## src/pkg/switch_node_regs.svh

```systemverilog
`ifndef SWITCH_NODE_REGS_SVH
`define SWITCH_NODE_REGS_SVH

// register indices, byte address is four times the index
`define IDX_NODE_ID 8'h05
`define IDX_REF_DIV 8'h08
`define IDX_JTAG_ID 8'h09
`define IDX_USERCODE 8'h0a
`define IDX_DIR_LO 8'h0c
`define IDX_DIR_HI 8'h0d
`define IDX_DBG_CFG0 8'h10
`define IDX_DBG_CFG1 8'h11
`define IDX_DBG_SRC 8'h1f
`define IDX_LINK_BASE 8'h20
`define IDX_IRQ_STATUS 8'h30
`define IDX_IRQ_ENABLE 8'h31
`define IDX_IRQ_CLEAR 8'h32
`define IDX_PROCESSOR_LINK_BASE 8'h40

// apb word address field
`define ADDR_IDX_MSB 9
`define ADDR_IDX_LSB 2

// reset values
`define REF_DIV_RESET 16'h0003

// usercode fields
`define UC_OTP_LSB 18

// debug line configuration and source fields
`define DBG_DRIVE_EN_BIT 0
`define DBG_REQ_EN_BIT 1
`define DBG_SRC_PIN_BIT 4

// link status word fields
`define LNK_SRC_BUSY_BIT 0
`define LNK_DST_BUSY_BIT 1
`define LNK_JUNK_BIT 2
`define LNK_NET_LSB 4
`define LNK_NET_MSB 5
`define LNK_DIR_LSB 8
`define LNK_DIR_MSB 11
`define LNK_DEST_LSB 16
`define LNK_DEST_MSB 23
`define LNK_TGT_LSB 24
`define LNK_TGT_MSB 25

// interrupt status bits
`define IRQ_DEBUG_BIT 0
`define IRQ_JUNK_BIT 1
`define IRQ_LOCAL_BIT 2
`define IRQ_BITS 3

`endif

```

## src/pkg/switch_node_pkg.sv

```systemverilog
package switch_node_pkg;

  // apb request from the master
  typedef struct packed {
    logic psel;
    logic penable;
    logic pwrite;
    logic [11:0] paddr;
    logic [31:0] pwdata;
  } apb_req_t;

  // apb answer of this slave
  typedef struct packed {
    logic pready;
    logic pslverr;
    logic [31:0] prdata;
  } apb_rsp_t;

  // routing lookup request and answer
  typedef struct packed {
    logic valid;
    logic [15:0] dest_id;
  } route_req_t;

  typedef struct packed {
    logic valid;
    logic local_hit;
    logic [3:0] dir;
  } route_rsp_t;

  // source target kinds
  typedef enum logic [1:0] {
    TGT_SWITCH_LINK,
    TGT_PROCESSOR_LINK,
    TGT_SWITCH_CONTROL,
    TGT_UNDEFINED
  } target_type_t;

  // live state of one link from the fabric
  typedef struct packed {
    target_type_t source_target_type;
    logic [7:0] dest_link;
    logic junk;
    logic dest_busy;
    logic src_busy;
  } link_status_t;

endpackage : switch_node_pkg

```

## src/hw/switch_node_cfg.sv

```systemverilog
// Register access over APB is this design's own decision.
`timescale 1ns/100ps
`include "switch_node_regs.svh"
// Behaviour
// - reference clock enable divides mclk by a 16-bit divider, reset three
// - usercode reads otp usercode high, metal id code low
// - low-byte mismatch routes by direction of most significant differing bit
// - upper-byte mismatch takes direction from second table
// - first table holds dimensions zero to seven, nibble each, reset zero
// - second table holds dimensions eight to fifteen, reset zero
// - per tile, bit one lets global debug line request core debug
// - per tile, bit zero lets in-debug flag drive global debug line
// - record last debug event source: pin bit four, cores bits one, zero
// - link status shows two-bit source target type
// - link status shows destination link number while in use
// - each switch link has writable direction field, reset zero
// - every link has writable two-bit network field, reset zero
// - junk bit shows while current packet is junk; packet discarded
// - dest-busy and source-busy flags per link
// - processor links have own status registers without direction
// - writable 16-bit node identifier, reset zero, used by routing
module switch_node_cfg #(
  parameter int NUM_SLINKS = 9,
  parameter int NUM_PLINKS = 8,
  parameter logic [31:0] JTAG_ID = 32'h0000_0001, // arbitrary value
  parameter logic [17:0] METAL_ID = 18'h0_0001 // arbitrary value
) (
  input wire logic mclk,
  input wire logic reset,
  input wire switch_node_pkg::apb_req_t apb_req,
  output switch_node_pkg::apb_rsp_t apb_rsp,
  input wire logic [13:0] otp_usercode,
  input wire switch_node_pkg::route_req_t route_req,
  output switch_node_pkg::route_rsp_t route_rsp,
  input wire logic [1:0] in_debug_flag,
  input wire logic debug_line_n_in,
  output logic debug_line_n_out,
  output logic debug_line_n_oe,
  output logic [1:0] core_debug_req,
  output logic ref_clk_en,
  input wire switch_node_pkg::link_status_t [NUM_SLINKS-1:0] switch_link_status,
  input wire switch_node_pkg::link_status_t [NUM_PLINKS-1:0] processor_link_status,
  output logic [NUM_SLINKS-1:0][3:0] switch_link_direction,
  output logic [NUM_SLINKS+NUM_PLINKS-1:0][1:0] link_network,
  output logic [NUM_SLINKS+NUM_PLINKS-1:0] link_discard,
  output logic irq
);
  import switch_node_pkg::*;

  localparam int NUM_LINKS = NUM_SLINKS + NUM_PLINKS;

  // whole state of the block
  typedef struct packed {
    logic [2:0] pin_sync;
    logic pin_n;
    logic glob_prev;
    logic [15:0] ref_div;
    logic [15:0] ref_cnt;
    logic ref_tick;
    logic [15:0] node_id;
    logic [7:0][3:0] dir_lo;
    logic [7:0][3:0] dir_hi;
    logic [1:0][1:0] dbg_cfg;
    logic [4:0] dbg_src;
    logic [1:0] core_req;
    logic line_oe;
    logic [NUM_SLINKS-1:0][3:0] link_dir;
    logic [NUM_LINKS-1:0][1:0] link_net;
    logic [NUM_LINKS-1:0] discard;
    logic [`IRQ_BITS-1:0] irq_status;
    logic [`IRQ_BITS-1:0] irq_enable;
    logic irq;
    route_rsp_t route;
    apb_rsp_t rsp;
  } state_t;

  state_t q;
  state_t d;

  // fabric view of all links, switch links first
  link_status_t [NUM_LINKS-1:0] all_status;
  assign all_status = {processor_link_status, switch_link_status};

  // status word of one link
  function automatic logic [31:0] link_word(
    input link_status_t s,
    input logic [3:0] dir,
    input logic [1:0] net
  );
    logic [31:0] w;
    w = '0; // reserved bits read zero
    w[`LNK_TGT_MSB:`LNK_TGT_LSB] = s.source_target_type;
    w[`LNK_DEST_MSB:`LNK_DEST_LSB] = s.dest_link;
    w[`LNK_DIR_MSB:`LNK_DIR_LSB] = dir;
    w[`LNK_NET_MSB:`LNK_NET_LSB] = net;
    w[`LNK_JUNK_BIT] = s.junk;
    w[`LNK_DST_BUSY_BIT] = s.dest_busy;
    w[`LNK_SRC_BUSY_BIT] = s.src_busy;
    return w;
  endfunction : link_word

  logic [7:0] idx;
  logic [7:0] switch_link_off;
  logic [7:0] processor_link_off;
  logic is_switch_link;
  logic is_processor_link;
  logic setup;
  logic take;
  logic mapped;
  logic [31:0] rdata;
  logic [31:0] wd;
  logic [15:0] diff;
  logic [3:0] msb;
  logic glob;
  logic drive;
  logic dbg_event;
  logic [4:0] src;
  logic [`IRQ_BITS-1:0] events;

  // next state
  always_comb begin
    d = q;
    idx = apb_req.paddr[`ADDR_IDX_MSB:`ADDR_IDX_LSB];
    wd = apb_req.pwdata;
    switch_link_off = idx - `IDX_LINK_BASE;
    processor_link_off = idx - `IDX_PROCESSOR_LINK_BASE;
    is_switch_link = (idx >= `IDX_LINK_BASE) && (switch_link_off < 8'(NUM_SLINKS));
    is_processor_link = (idx >= `IDX_PROCESSOR_LINK_BASE) && (processor_link_off < 8'(NUM_PLINKS));
    setup = apb_req.psel && !apb_req.penable;
    take = apb_req.psel && apb_req.penable && q.rsp.pready;
    events = '0;

    // debug pin: three stages, change taken when last two agree
    d.pin_sync = {q.pin_sync[1:0], debug_line_n_in};
    if (q.pin_sync[2] == q.pin_sync[1]) begin
      d.pin_n = q.pin_sync[2];
    end

    // reference clock enable, one pulse every ref_div cycles
    d.ref_tick = 1'b0;
    if (q.ref_div == 16'h0000 || q.ref_cnt >= q.ref_div - 16'h0001) begin
      d.ref_cnt = '0;
      d.ref_tick = 1'b1;
    end else begin
      d.ref_cnt = q.ref_cnt + 16'h0001;
    end

    // routing lookup on the most significant differing bit
    diff = route_req.dest_id ^ q.node_id;
    msb = '0;
    for (int i = 0; i < 16; i++) begin
      if (diff[i]) begin
        msb = 4'(i);
      end
    end
    d.route.valid = route_req.valid;
    if (route_req.valid) begin
      d.route.local_hit = (diff == 16'h0000);
      if (diff == 16'h0000) begin
        d.route.dir = '0;
        events[`IRQ_LOCAL_BIT] = 1'b1;
      end else if (msb[3]) begin
        d.route.dir = q.dir_hi[msb[2:0]];
      end else begin
        d.route.dir = q.dir_lo[msb[2:0]];
      end
    end

    // global debug line: pin low means asserted, our own drive included
    glob = !q.pin_n;
    drive = 1'b0;
    for (int t = 0; t < 2; t++) begin
      if (in_debug_flag[t] && q.dbg_cfg[t][`DBG_DRIVE_EN_BIT]) begin
        drive = 1'b1;
      end
      d.core_req[t] = glob && q.dbg_cfg[t][`DBG_REQ_EN_BIT];
    end
    d.line_oe = drive;
    d.glob_prev = glob;
    dbg_event = glob && !q.glob_prev;
    src = '0;
    src[0] = in_debug_flag[0] && q.dbg_cfg[0][`DBG_DRIVE_EN_BIT];
    src[1] = in_debug_flag[1] && q.dbg_cfg[1][`DBG_DRIVE_EN_BIT];
    src[`DBG_SRC_PIN_BIT] = !(src[0] || src[1]);
    if (dbg_event) begin
      events[`IRQ_DEBUG_BIT] = 1'b1;
    end

    // junk flags feed discard outputs, rising junk raises an event
    for (int l = 0; l < NUM_LINKS; l++) begin
      d.discard[l] = all_status[l].junk;
    end
    if (|(d.discard & ~q.discard)) begin
      events[`IRQ_JUNK_BIT] = 1'b1;
    end

    // read mux, prepared in the setup cycle
    mapped = 1'b1;
    rdata = '0;
    if (is_switch_link) begin
      rdata = link_word(all_status[switch_link_off], q.link_dir[switch_link_off],
                        q.link_net[switch_link_off]);
    end else if (is_processor_link) begin
      rdata = link_word(all_status[NUM_SLINKS + int'(processor_link_off)], 4'h0,
                        q.link_net[NUM_SLINKS + int'(processor_link_off)]);
    end else begin
      case (idx)
        `IDX_NODE_ID: rdata[15:0] = q.node_id;
        `IDX_REF_DIV: rdata[15:0] = q.ref_div;
        `IDX_JTAG_ID: rdata = JTAG_ID;
        `IDX_USERCODE: rdata = {otp_usercode, METAL_ID};
        `IDX_DIR_LO: rdata = q.dir_lo;
        `IDX_DIR_HI: rdata = q.dir_hi;
        `IDX_DBG_CFG0: rdata[1:0] = q.dbg_cfg[0];
        `IDX_DBG_CFG1: rdata[1:0] = q.dbg_cfg[1];
        `IDX_DBG_SRC: rdata[4:0] = q.dbg_src;
        `IDX_IRQ_STATUS: rdata[`IRQ_BITS-1:0] = q.irq_status;
        `IDX_IRQ_ENABLE: rdata[`IRQ_BITS-1:0] = q.irq_enable;
        `IDX_IRQ_CLEAR: rdata = '0;
        default: mapped = 1'b0;
      endcase
    end

    // apb answer: ready one cycle, in the first access cycle
    d.rsp.pready = setup;
    if (setup) begin
      d.rsp.prdata = apb_req.pwrite ? 32'h0000_0000 : rdata;
      d.rsp.pslverr = !mapped;
    end else if (take) begin
      d.rsp.prdata = '0;
      d.rsp.pslverr = 1'b0;
    end

    // register writes, read-only and reserved bits untouched
    if (take && apb_req.pwrite && mapped) begin
      if (is_switch_link) begin
        d.link_dir[switch_link_off] = wd[`LNK_DIR_MSB:`LNK_DIR_LSB];
        d.link_net[switch_link_off] = wd[`LNK_NET_MSB:`LNK_NET_LSB];
      end else if (is_processor_link) begin
        d.link_net[NUM_SLINKS + int'(processor_link_off)] = wd[`LNK_NET_MSB:`LNK_NET_LSB];
      end else begin
        case (idx)
          `IDX_NODE_ID: d.node_id = wd[15:0];
          `IDX_REF_DIV: d.ref_div = wd[15:0];
          `IDX_DIR_LO: d.dir_lo = wd;
          `IDX_DIR_HI: d.dir_hi = wd;
          `IDX_DBG_CFG0: d.dbg_cfg[0] = wd[1:0];
          `IDX_DBG_CFG1: d.dbg_cfg[1] = wd[1:0];
          `IDX_DBG_SRC: begin
            d.dbg_src[0] = wd[0];
            d.dbg_src[1] = wd[1];
            d.dbg_src[`DBG_SRC_PIN_BIT] = wd[`DBG_SRC_PIN_BIT];
          end
          `IDX_IRQ_ENABLE: d.irq_enable = wd[`IRQ_BITS-1:0];
          `IDX_IRQ_CLEAR: d.irq_status = q.irq_status & ~wd[`IRQ_BITS-1:0];
          default: d.node_id = q.node_id; // read-only registers
        endcase
      end
    end

    // a new debug event wins over a software write of the source
    if (dbg_event) begin
      d.dbg_src = src;
    end

    // sticky status, set wins over clear
    d.irq_status = d.irq_status | events;
    d.irq = |(d.irq_status & d.irq_enable);
  end

  // state register
  always_ff @(posedge mclk or posedge reset) begin
    if (reset) begin
      q <= '0;
      q.pin_sync <= 3'h7;
      q.pin_n <= 1'b1;
      q.ref_div <= `REF_DIV_RESET;
    end else begin
      q <= d;
    end
  end

  // outputs straight from the state register, except debug_line_n_out which is tied low
  assign apb_rsp = q.rsp;
  assign route_rsp = q.route;
  assign debug_line_n_out = 1'b0; // open drain: only ever pulls low
  assign debug_line_n_oe = q.line_oe;
  assign core_debug_req = q.core_req;
  assign ref_clk_en = q.ref_tick;
  assign switch_link_direction = q.link_dir;
  assign link_network = q.link_net;
  assign link_discard = q.discard;
  assign irq = q.irq;

endmodule : switch_node_cfg

```

## config.mk

```make
export PLATFORM = sky130hd
export DESIGN_NAME = switch_node_cfg
export DESIGN_NICKNAME = d
export VERILOG_FILES = /design/src/pkg/switch_node_pkg.sv /design/src/hw/switch_node_cfg.sv
export VERILOG_INCLUDE_DIRS = /design/src /design/src/pkg
export SDC_FILE = /design/constraint.sdc
export NUM_CORES = 1
export LEC_CHECK = 0
export ABC_CLOCK_PERIOD_IN_PS = 10600
export BUFFER_PORTS_ARGS = -buffer_cell sky130_fd_sc_hd__buf_2
export CELL_PAD_IN_SITES_DETAIL_PLACEMENT = 0
export CELL_PAD_IN_SITES_GLOBAL_PLACEMENT = 1
export CORE_MARGIN = 5
export CORE_UTILIZATION = 35
export DETAILED_ROUTE_END_ITERATION = 16
export PLACE_DENSITY_LB_ADDON = 0.1
export SLEW_MARGIN = 20
export SYNTH_ARGS = -nofsm -noshare
export SYNTH_HDL_FRONTEND = slang
export SYNTH_SLANG_ARGS = --single-unit
export TNS_END_PERCENT = 50
```

## constraint.sdc

```tcl
create_clock -name mclk -period 10.6 [get_ports mclk]
set_input_delay 0 -clock mclk [delete_from_list [all_inputs] [get_ports mclk]]
set_output_delay 0 -clock mclk [all_outputs]
set_load 0.02 [all_outputs]
```

==> report_table.html <==
<table>
<tr><th>Metric</th><th>Value</th></tr>
<tr><th colspan="2">Status</th></tr>
<tr><td>Run status</td><td>finished, final reports clean</td></tr>
<tr><th colspan="2">Yosys</th></tr>
<tr><td>Cell with the most instances after synthesis</td><td>sky130_fd_sc_hd__dfrtp_1</td></tr>
<tr><td>Number of register bits inferred by synthesis</td><td>262</td></tr>
<tr><td>Share of synthesized cell area in and, or, nand and nor gates</td><td>slightly above 7%</td></tr>
<tr><td>Post-Synth XOR/XNOR Area</td><td>2.67%</td></tr>
<tr><td>Share of flip-flops with an asynchronous set or reset after synthesis</td><td>100%</td></tr>
<tr><td>Syn_nets</td><td>1838</td></tr>
<tr><td>Cell variety after synth</td><td>84</td></tr>
<tr><td>Avg Cell Area, Syn</td><td>12.1 sq um</td></tr>
<tr><td>Adder and majority cell fraction of the synthesized area</td><td>2.12%</td></tr>
<tr><td>Proportion of synthesized area in mux cells</td><td>31.5%</td></tr>
<tr><td>Area share of the leading cell type in the synthesized netlist</td><td>between 30% and 40%</td></tr>
<tr><td>Area leader, netlist</td><td>sky130_fd_sc_hd__dfrtp_1</td></tr>
<tr><td>Most common library cells after synthesis</td><td>sky130_fd_sc_hd__dfrtp_1, sky130_fd_sc_hd__mux4_2, sky130_fd_sc_hd__buf_4</td></tr>
<tr><td>Synth area leaders</td><td>sky130_fd_sc_hd__dfrtp_1, sky130_fd_sc_hd__mux4_2, sky130_fd_sc_hd__mux2_2, sky130_fd_sc_hd__buf_4, sky130_fd_sc_hd__mux2_1</td></tr>
<tr><td>Post-synth EDFFs</td><td>0</td></tr>
<tr><td>Dominant combinational cell family by area after synthesis</td><td>multiplexers</td></tr>
<tr><td>Ys Warns</td><td>0</td></tr>
<tr><td>Cell area after synthesis</td><td>18200 sq um</td></tr>
<tr><td>Flip-flop cell with the highest count after synthesis</td><td>sky130_fd_sc_hd__dfrtp_1</td></tr>
<tr><td>Sequential cell area fraction in the yosys report</td><td>roughly 36%</td></tr>
<tr><td>Share of the synthesized area in compound gates (AO/OA/AOI/OAI)</td><td>a little under an eighth</td></tr>
<tr><td>Cell count after synthesis</td><td>between 1500 and 2000</td></tr>
<tr><th colspan="2">Clock tree</th></tr>
<tr><td>Sink count of the clock tree</td><td>approximately 260</td></tr>
<tr><td>Clock tree from TritonCTS</td><td>yes</td></tr>
<tr><td>Clock buffer depth</td><td>3</td></tr>
<tr><td>Skew-Pair Late Insertion Delay</td><td>0.60 ns</td></tr>
<tr><td>Clock Tree Root</td><td>sky130_fd_sc_hd__clkbuf_16</td></tr>
<tr><td>Cts bufs inserted</td><td>31</td></tr>
<tr><td>Max H-tree Level</td><td>1</td></tr>
<tr><td>Clock slew at the register clock pins of the worst setup and hold paths</td><td>0.06 ns</td></tr>
<tr><th colspan="2">Setup path</th></tr>
<tr><td>Maximum fanout count along the critical path</td><td>17</td></tr>
<tr><td>CP bufs+invs</td><td>1</td></tr>
<tr><td>Critical path endpoint category</td><td>flip-flop</td></tr>
<tr><td>Signal arrival time at the worst endpoint</td><td>4.14 ns</td></tr>
<tr><td>Required time worst endpoint</td><td>11.11 ns</td></tr>
<tr><td>Critical-path cell with the highest stage delay</td><td>sky130_fd_sc_hd__or4_1</td></tr>
<tr><td>Series of cell instances along the critical path</td><td>or4_1 -&gt; nor4_1 -&gt; nand2_1 -&gt; nor2_1 -&gt; xnor2_1 -&gt; ha_1 -&gt; a21o_1 -&gt; a21o_1 -&gt; a211oi_1 -&gt; o21ai_0 -&gt; a41oi_1 -&gt; buf_4 -&gt; nand2_1 -&gt; a21oi_1</td></tr>
<tr><td>Dominant delay contributor by cell family on the critical path</td><td>simple AND/OR/NAND/NOR gates</td></tr>
<tr><td>Type of the worst setup path</td><td>reg2reg</td></tr>
<tr><td>Delay contributed by the slowest stage of the critical path</td><td>0.63 ns</td></tr>
<tr><td>Kind of start point of the critical path</td><td>flip-flop</td></tr>
<tr><th colspan="2">Placement</th></tr>
<tr><td>RD Place Congestion</td><td>0.827</td></tr>
<tr><td>Detail Placement HPWL</td><td>roughly 53000 microns</td></tr>
<tr><td>Quantity of I/O buffers inserted on ports</td><td>431</td></tr>
<tr><td>Post-placement setup slack</td><td>6.74 ns</td></tr>
<tr><th colspan="2">Cells and area</th></tr>
<tr><td>Share of cells above drive strength 1</td><td>44.1%</td></tr>
<tr><td>Register area</td><td>about 6600 sq um</td></tr>
<tr><td>Post-layout net count</td><td>~2200</td></tr>
<tr><td># fillers</td><td>5052</td></tr>
<tr><td>Area growth from synthesis to final layout</td><td>20.4%</td></tr>
<tr><td>Area occupied by multi-input gates</td><td>a little over 10000 sq um</td></tr>
<tr><th colspan="2">Die</th></tr>
<tr><td>Floorplan row count</td><td>83</td></tr>
<tr><td>Initial core utilization</td><td>35.4%</td></tr>
<tr><td>Die Outline Area</td><td>56700 sq um</td></tr>
<tr><td>Core region area</td><td>slightly above 50000 sq um</td></tr>
<tr><td>Top Ports</td><td>437</td></tr>
<tr><td>Chip width</td><td>238 microns</td></tr>
<tr><td>Height of the chip</td><td>238 microns</td></tr>
<tr><th colspan="2">Power</th></tr>
<tr><td>Worst-case vdd ir drop</td><td>0.000116 V</td></tr>
<tr><td>Share of power burned in the clock network</td><td>42.5%</td></tr>
<tr><td>Leakage power summed over all cells</td><td>10.2 nW</td></tr>
<tr><td>Combinational cell fraction of total power</td><td>18.3%</td></tr>
<tr><td>Sequential cell fraction of total power</td><td>39.3%</td></tr>
<tr><td>Switching part of the total</td><td>27.9%</td></tr>
<tr><td>Switching power</td><td>between 0.7 and 0.8 mW</td></tr>
<tr><td>P_int</td><td>~1.9 mW</td></tr>
<tr><td>P per Cell Area</td><td>121 nW/um^2</td></tr>
<tr><th colspan="2">Route</th></tr>
<tr><td>DRT Wirelength</td><td>between 60000 and 70000 microns</td></tr>
<tr><td>Routed length per placed instance</td><td>26.8 microns</td></tr>
<tr><td>Router iterations before antenna repair</td><td>6</td></tr>
<tr><td>Number of nets with antenna violations after routing</td><td>0</td></tr>
<tr><td>Detailed-route vias per instance</td><td>5.63</td></tr>
<tr><td>DRC marker count from the first detailed-route iteration</td><td>861</td></tr>
<tr><td>DR vias</td><td>14384</td></tr>
<tr><td># DRC</td><td>0</td></tr>
<tr><th colspan="2">Global route</th></tr>
<tr><td>Via count of the first global-routing pass</td><td>15354</td></tr>
<tr><td>First-pass GRT wire length</td><td>102000 microns</td></tr>
<tr><td>Remaining Overflow, GRT</td><td>0</td></tr>
<tr><td>Total routing usage reported by global routing</td><td>23.6%</td></tr>
<tr><td>Largest net degree at the start of global routing</td><td>roughly 120</td></tr>
<tr><td>Initial antenna violation count</td><td>9</td></tr>
<tr><th colspan="2">STA</th></tr>
<tr><td>Final setup violation count</td><td>0</td></tr>
<tr><td>Aggregate negative setup slack</td><td>0 ns</td></tr>
<tr><td>Hold slack</td><td>approximately 0.025 ns</td></tr>
<tr><td>RSZ-0062 raised after global routing</td><td>no</td></tr>
<tr><td>Max Clock Skew</td><td>0.0190 ns</td></tr>
<tr><td>Final slew viol count</td><td>0</td></tr>
<tr><td>Worst-Margin Slew</td><td>1.01 ns</td></tr>
<tr><td>Final critical delay including setup and external delays</td><td>about 3.6 ns</td></tr>
<tr><td>Max_slew headroom</td><td>between 30% and 40%</td></tr>
<tr><td>Fin. Hold Viols</td><td>0</td></tr>
<tr><td>Achievable frequency</td><td>roughly 0.28 GHz</td></tr>
<tr><td>Ratio of final minimum period to clock period</td><td>~34%</td></tr>
<tr><td>Final setup slack of the worst path</td><td>6.97 ns</td></tr>
<tr><th colspan="2">Worst hold path</th></tr>
<tr><td>Worst hold-check path type</td><td>in2reg</td></tr>
<tr><th colspan="2">Job</th></tr>
<tr><td>Maxcap violations</td><td>0</td></tr>
</table>
## routing by layer
| metal | GRT usage (%) | wire length, microns | vias to the layer above |
|---|---|---|---|
| met1 | 30.8 | 28200 | 7443 |
| met3 | 4.57 | 4120 | 70 |
| li1 | - | - | 6368 |
| met4 | 5.72 | 1630 | 2 |
| met5 | 0 | 13 | - |
| met2 | 41.0 | 34600 | 501 |
## state kept, by name, indices dropped and copies added (netlist names)
register               flops
debug_line_n_oe            1
core_debug_req             2
d                          2
link_network              34
link_discard              17
route_rsp                  6
ref_clk_en                 1
switch_link_direction     36
irq                        1
q                        128
apb_rsp                   34
## cell families (layout without fill, tap and decap cells)
family / count (synthesis) / after routing
multiplexers: 347 / 347
flip-flops: 262 / 262
AO/OA/AOI/OAI: 288 / 288
adder cells (fa/ha/maj): 31 / 31
XOR/XNOR: 53 / 53
other: 1 / 6
AND/OR/NAND/NOR: 250 / 250
buffers and inverters: 272 / 638
## tightest hold or removal path, cell delays in order
cell	delay (ns)
sky130_fd_sc_hd__buf_2	0.10
sky130_fd_sc_hd__xnor2_1	0.07
sky130_fd_sc_hd__nand4_1	0.13
sky130_fd_sc_hd__nor3_1	0.12
sky130_fd_sc_hd__a21o_1	0.17
## worst paths after layout
| check | from | end | slack [ns] | cells past startpoint |
|---|---|---|---|---|
| min | route_req[0] | route_rsp[4] | 0.03 | 5 |
| max reg2reg | q[248] | q[233] | 6.97 | 14 |
| max | q[248] | q[233] | 6.97 | 14 |
| min reg2reg | d[262] | d[263] | 0.36 | 0 |
| min in group asynchronous | reset | core_debug_req[1] | 0.14 | 3 |
| max in group asynchronous | reset | q[205] | 8.02 | 5 |
## per-stage QoR
stage | util [%] | cells | instance area (sq um) | total power [mW]
after floorplan | - | 1504 | 18200 | 1.35
after global placement | 38.9 | 2408 | 20000 | 1.52
after detailed placement | 38.9 | 2408 | 20000 | 1.52
after CTS | 42.6 | 2550 | 21900 | 2.69
after global routing | 42.6 | 2555 | 21900 | 2.77
final | 42.6 | 2555 | 21900 | 2.65
## cells in the final DEF (no fill, tap or decap), drive strengths merged, types with 8 or more instances in the layout
cell	n
buf	454
dfrtp	256
mux2	171
mux4	163
nand2	91
dlygate4sd3	84
a21oi	61
clkbuf	45
a22oi	43
inv	43
nor2	42
o21ai	32
ha	30
xnor2	29
xor2	24
and3	20
a22o	20
nand3	20
o211ai	20
nor4	19
nor3	16
o31ai	15
a211oi	14
mux2i	13
a221oi	12
a21o	12
a222oi	10
nand2b	9
o41ai	8
## repair_timing
item | 4_1_cts | 5_1_grt
buffers inserted | 0 | 0
hold endpoints to repair | 328 | 0
resized for setup | 0 | 0
hold buffers | 84 | 0
## cell type report
cell class	instances	share of cell area, %
multi-input cells	970	46.0
flip-flops and latches	262	29.9
repair buffers	538	14.5
clock buffers	45	3.96
well taps	680	3.88
clock inverters	13	0.862
inverters	42	0.754
diodes	5	0.0571
## power by group through the flow
stage / clock network [mW] / logic (mW) / registers [mW]
global route: 1.20 / 0.527 / 1.04
CTS: 1.16 / 0.491 / 1.04
finish: 1.13 / 0.484 / 1.04
detailed placement: 0 / 0.463 / 1.06
global placement: 0 / 0.459 / 1.06
floorplan: 0 / 0.299 / 1.05
Power figures use the tool's default switching activity.
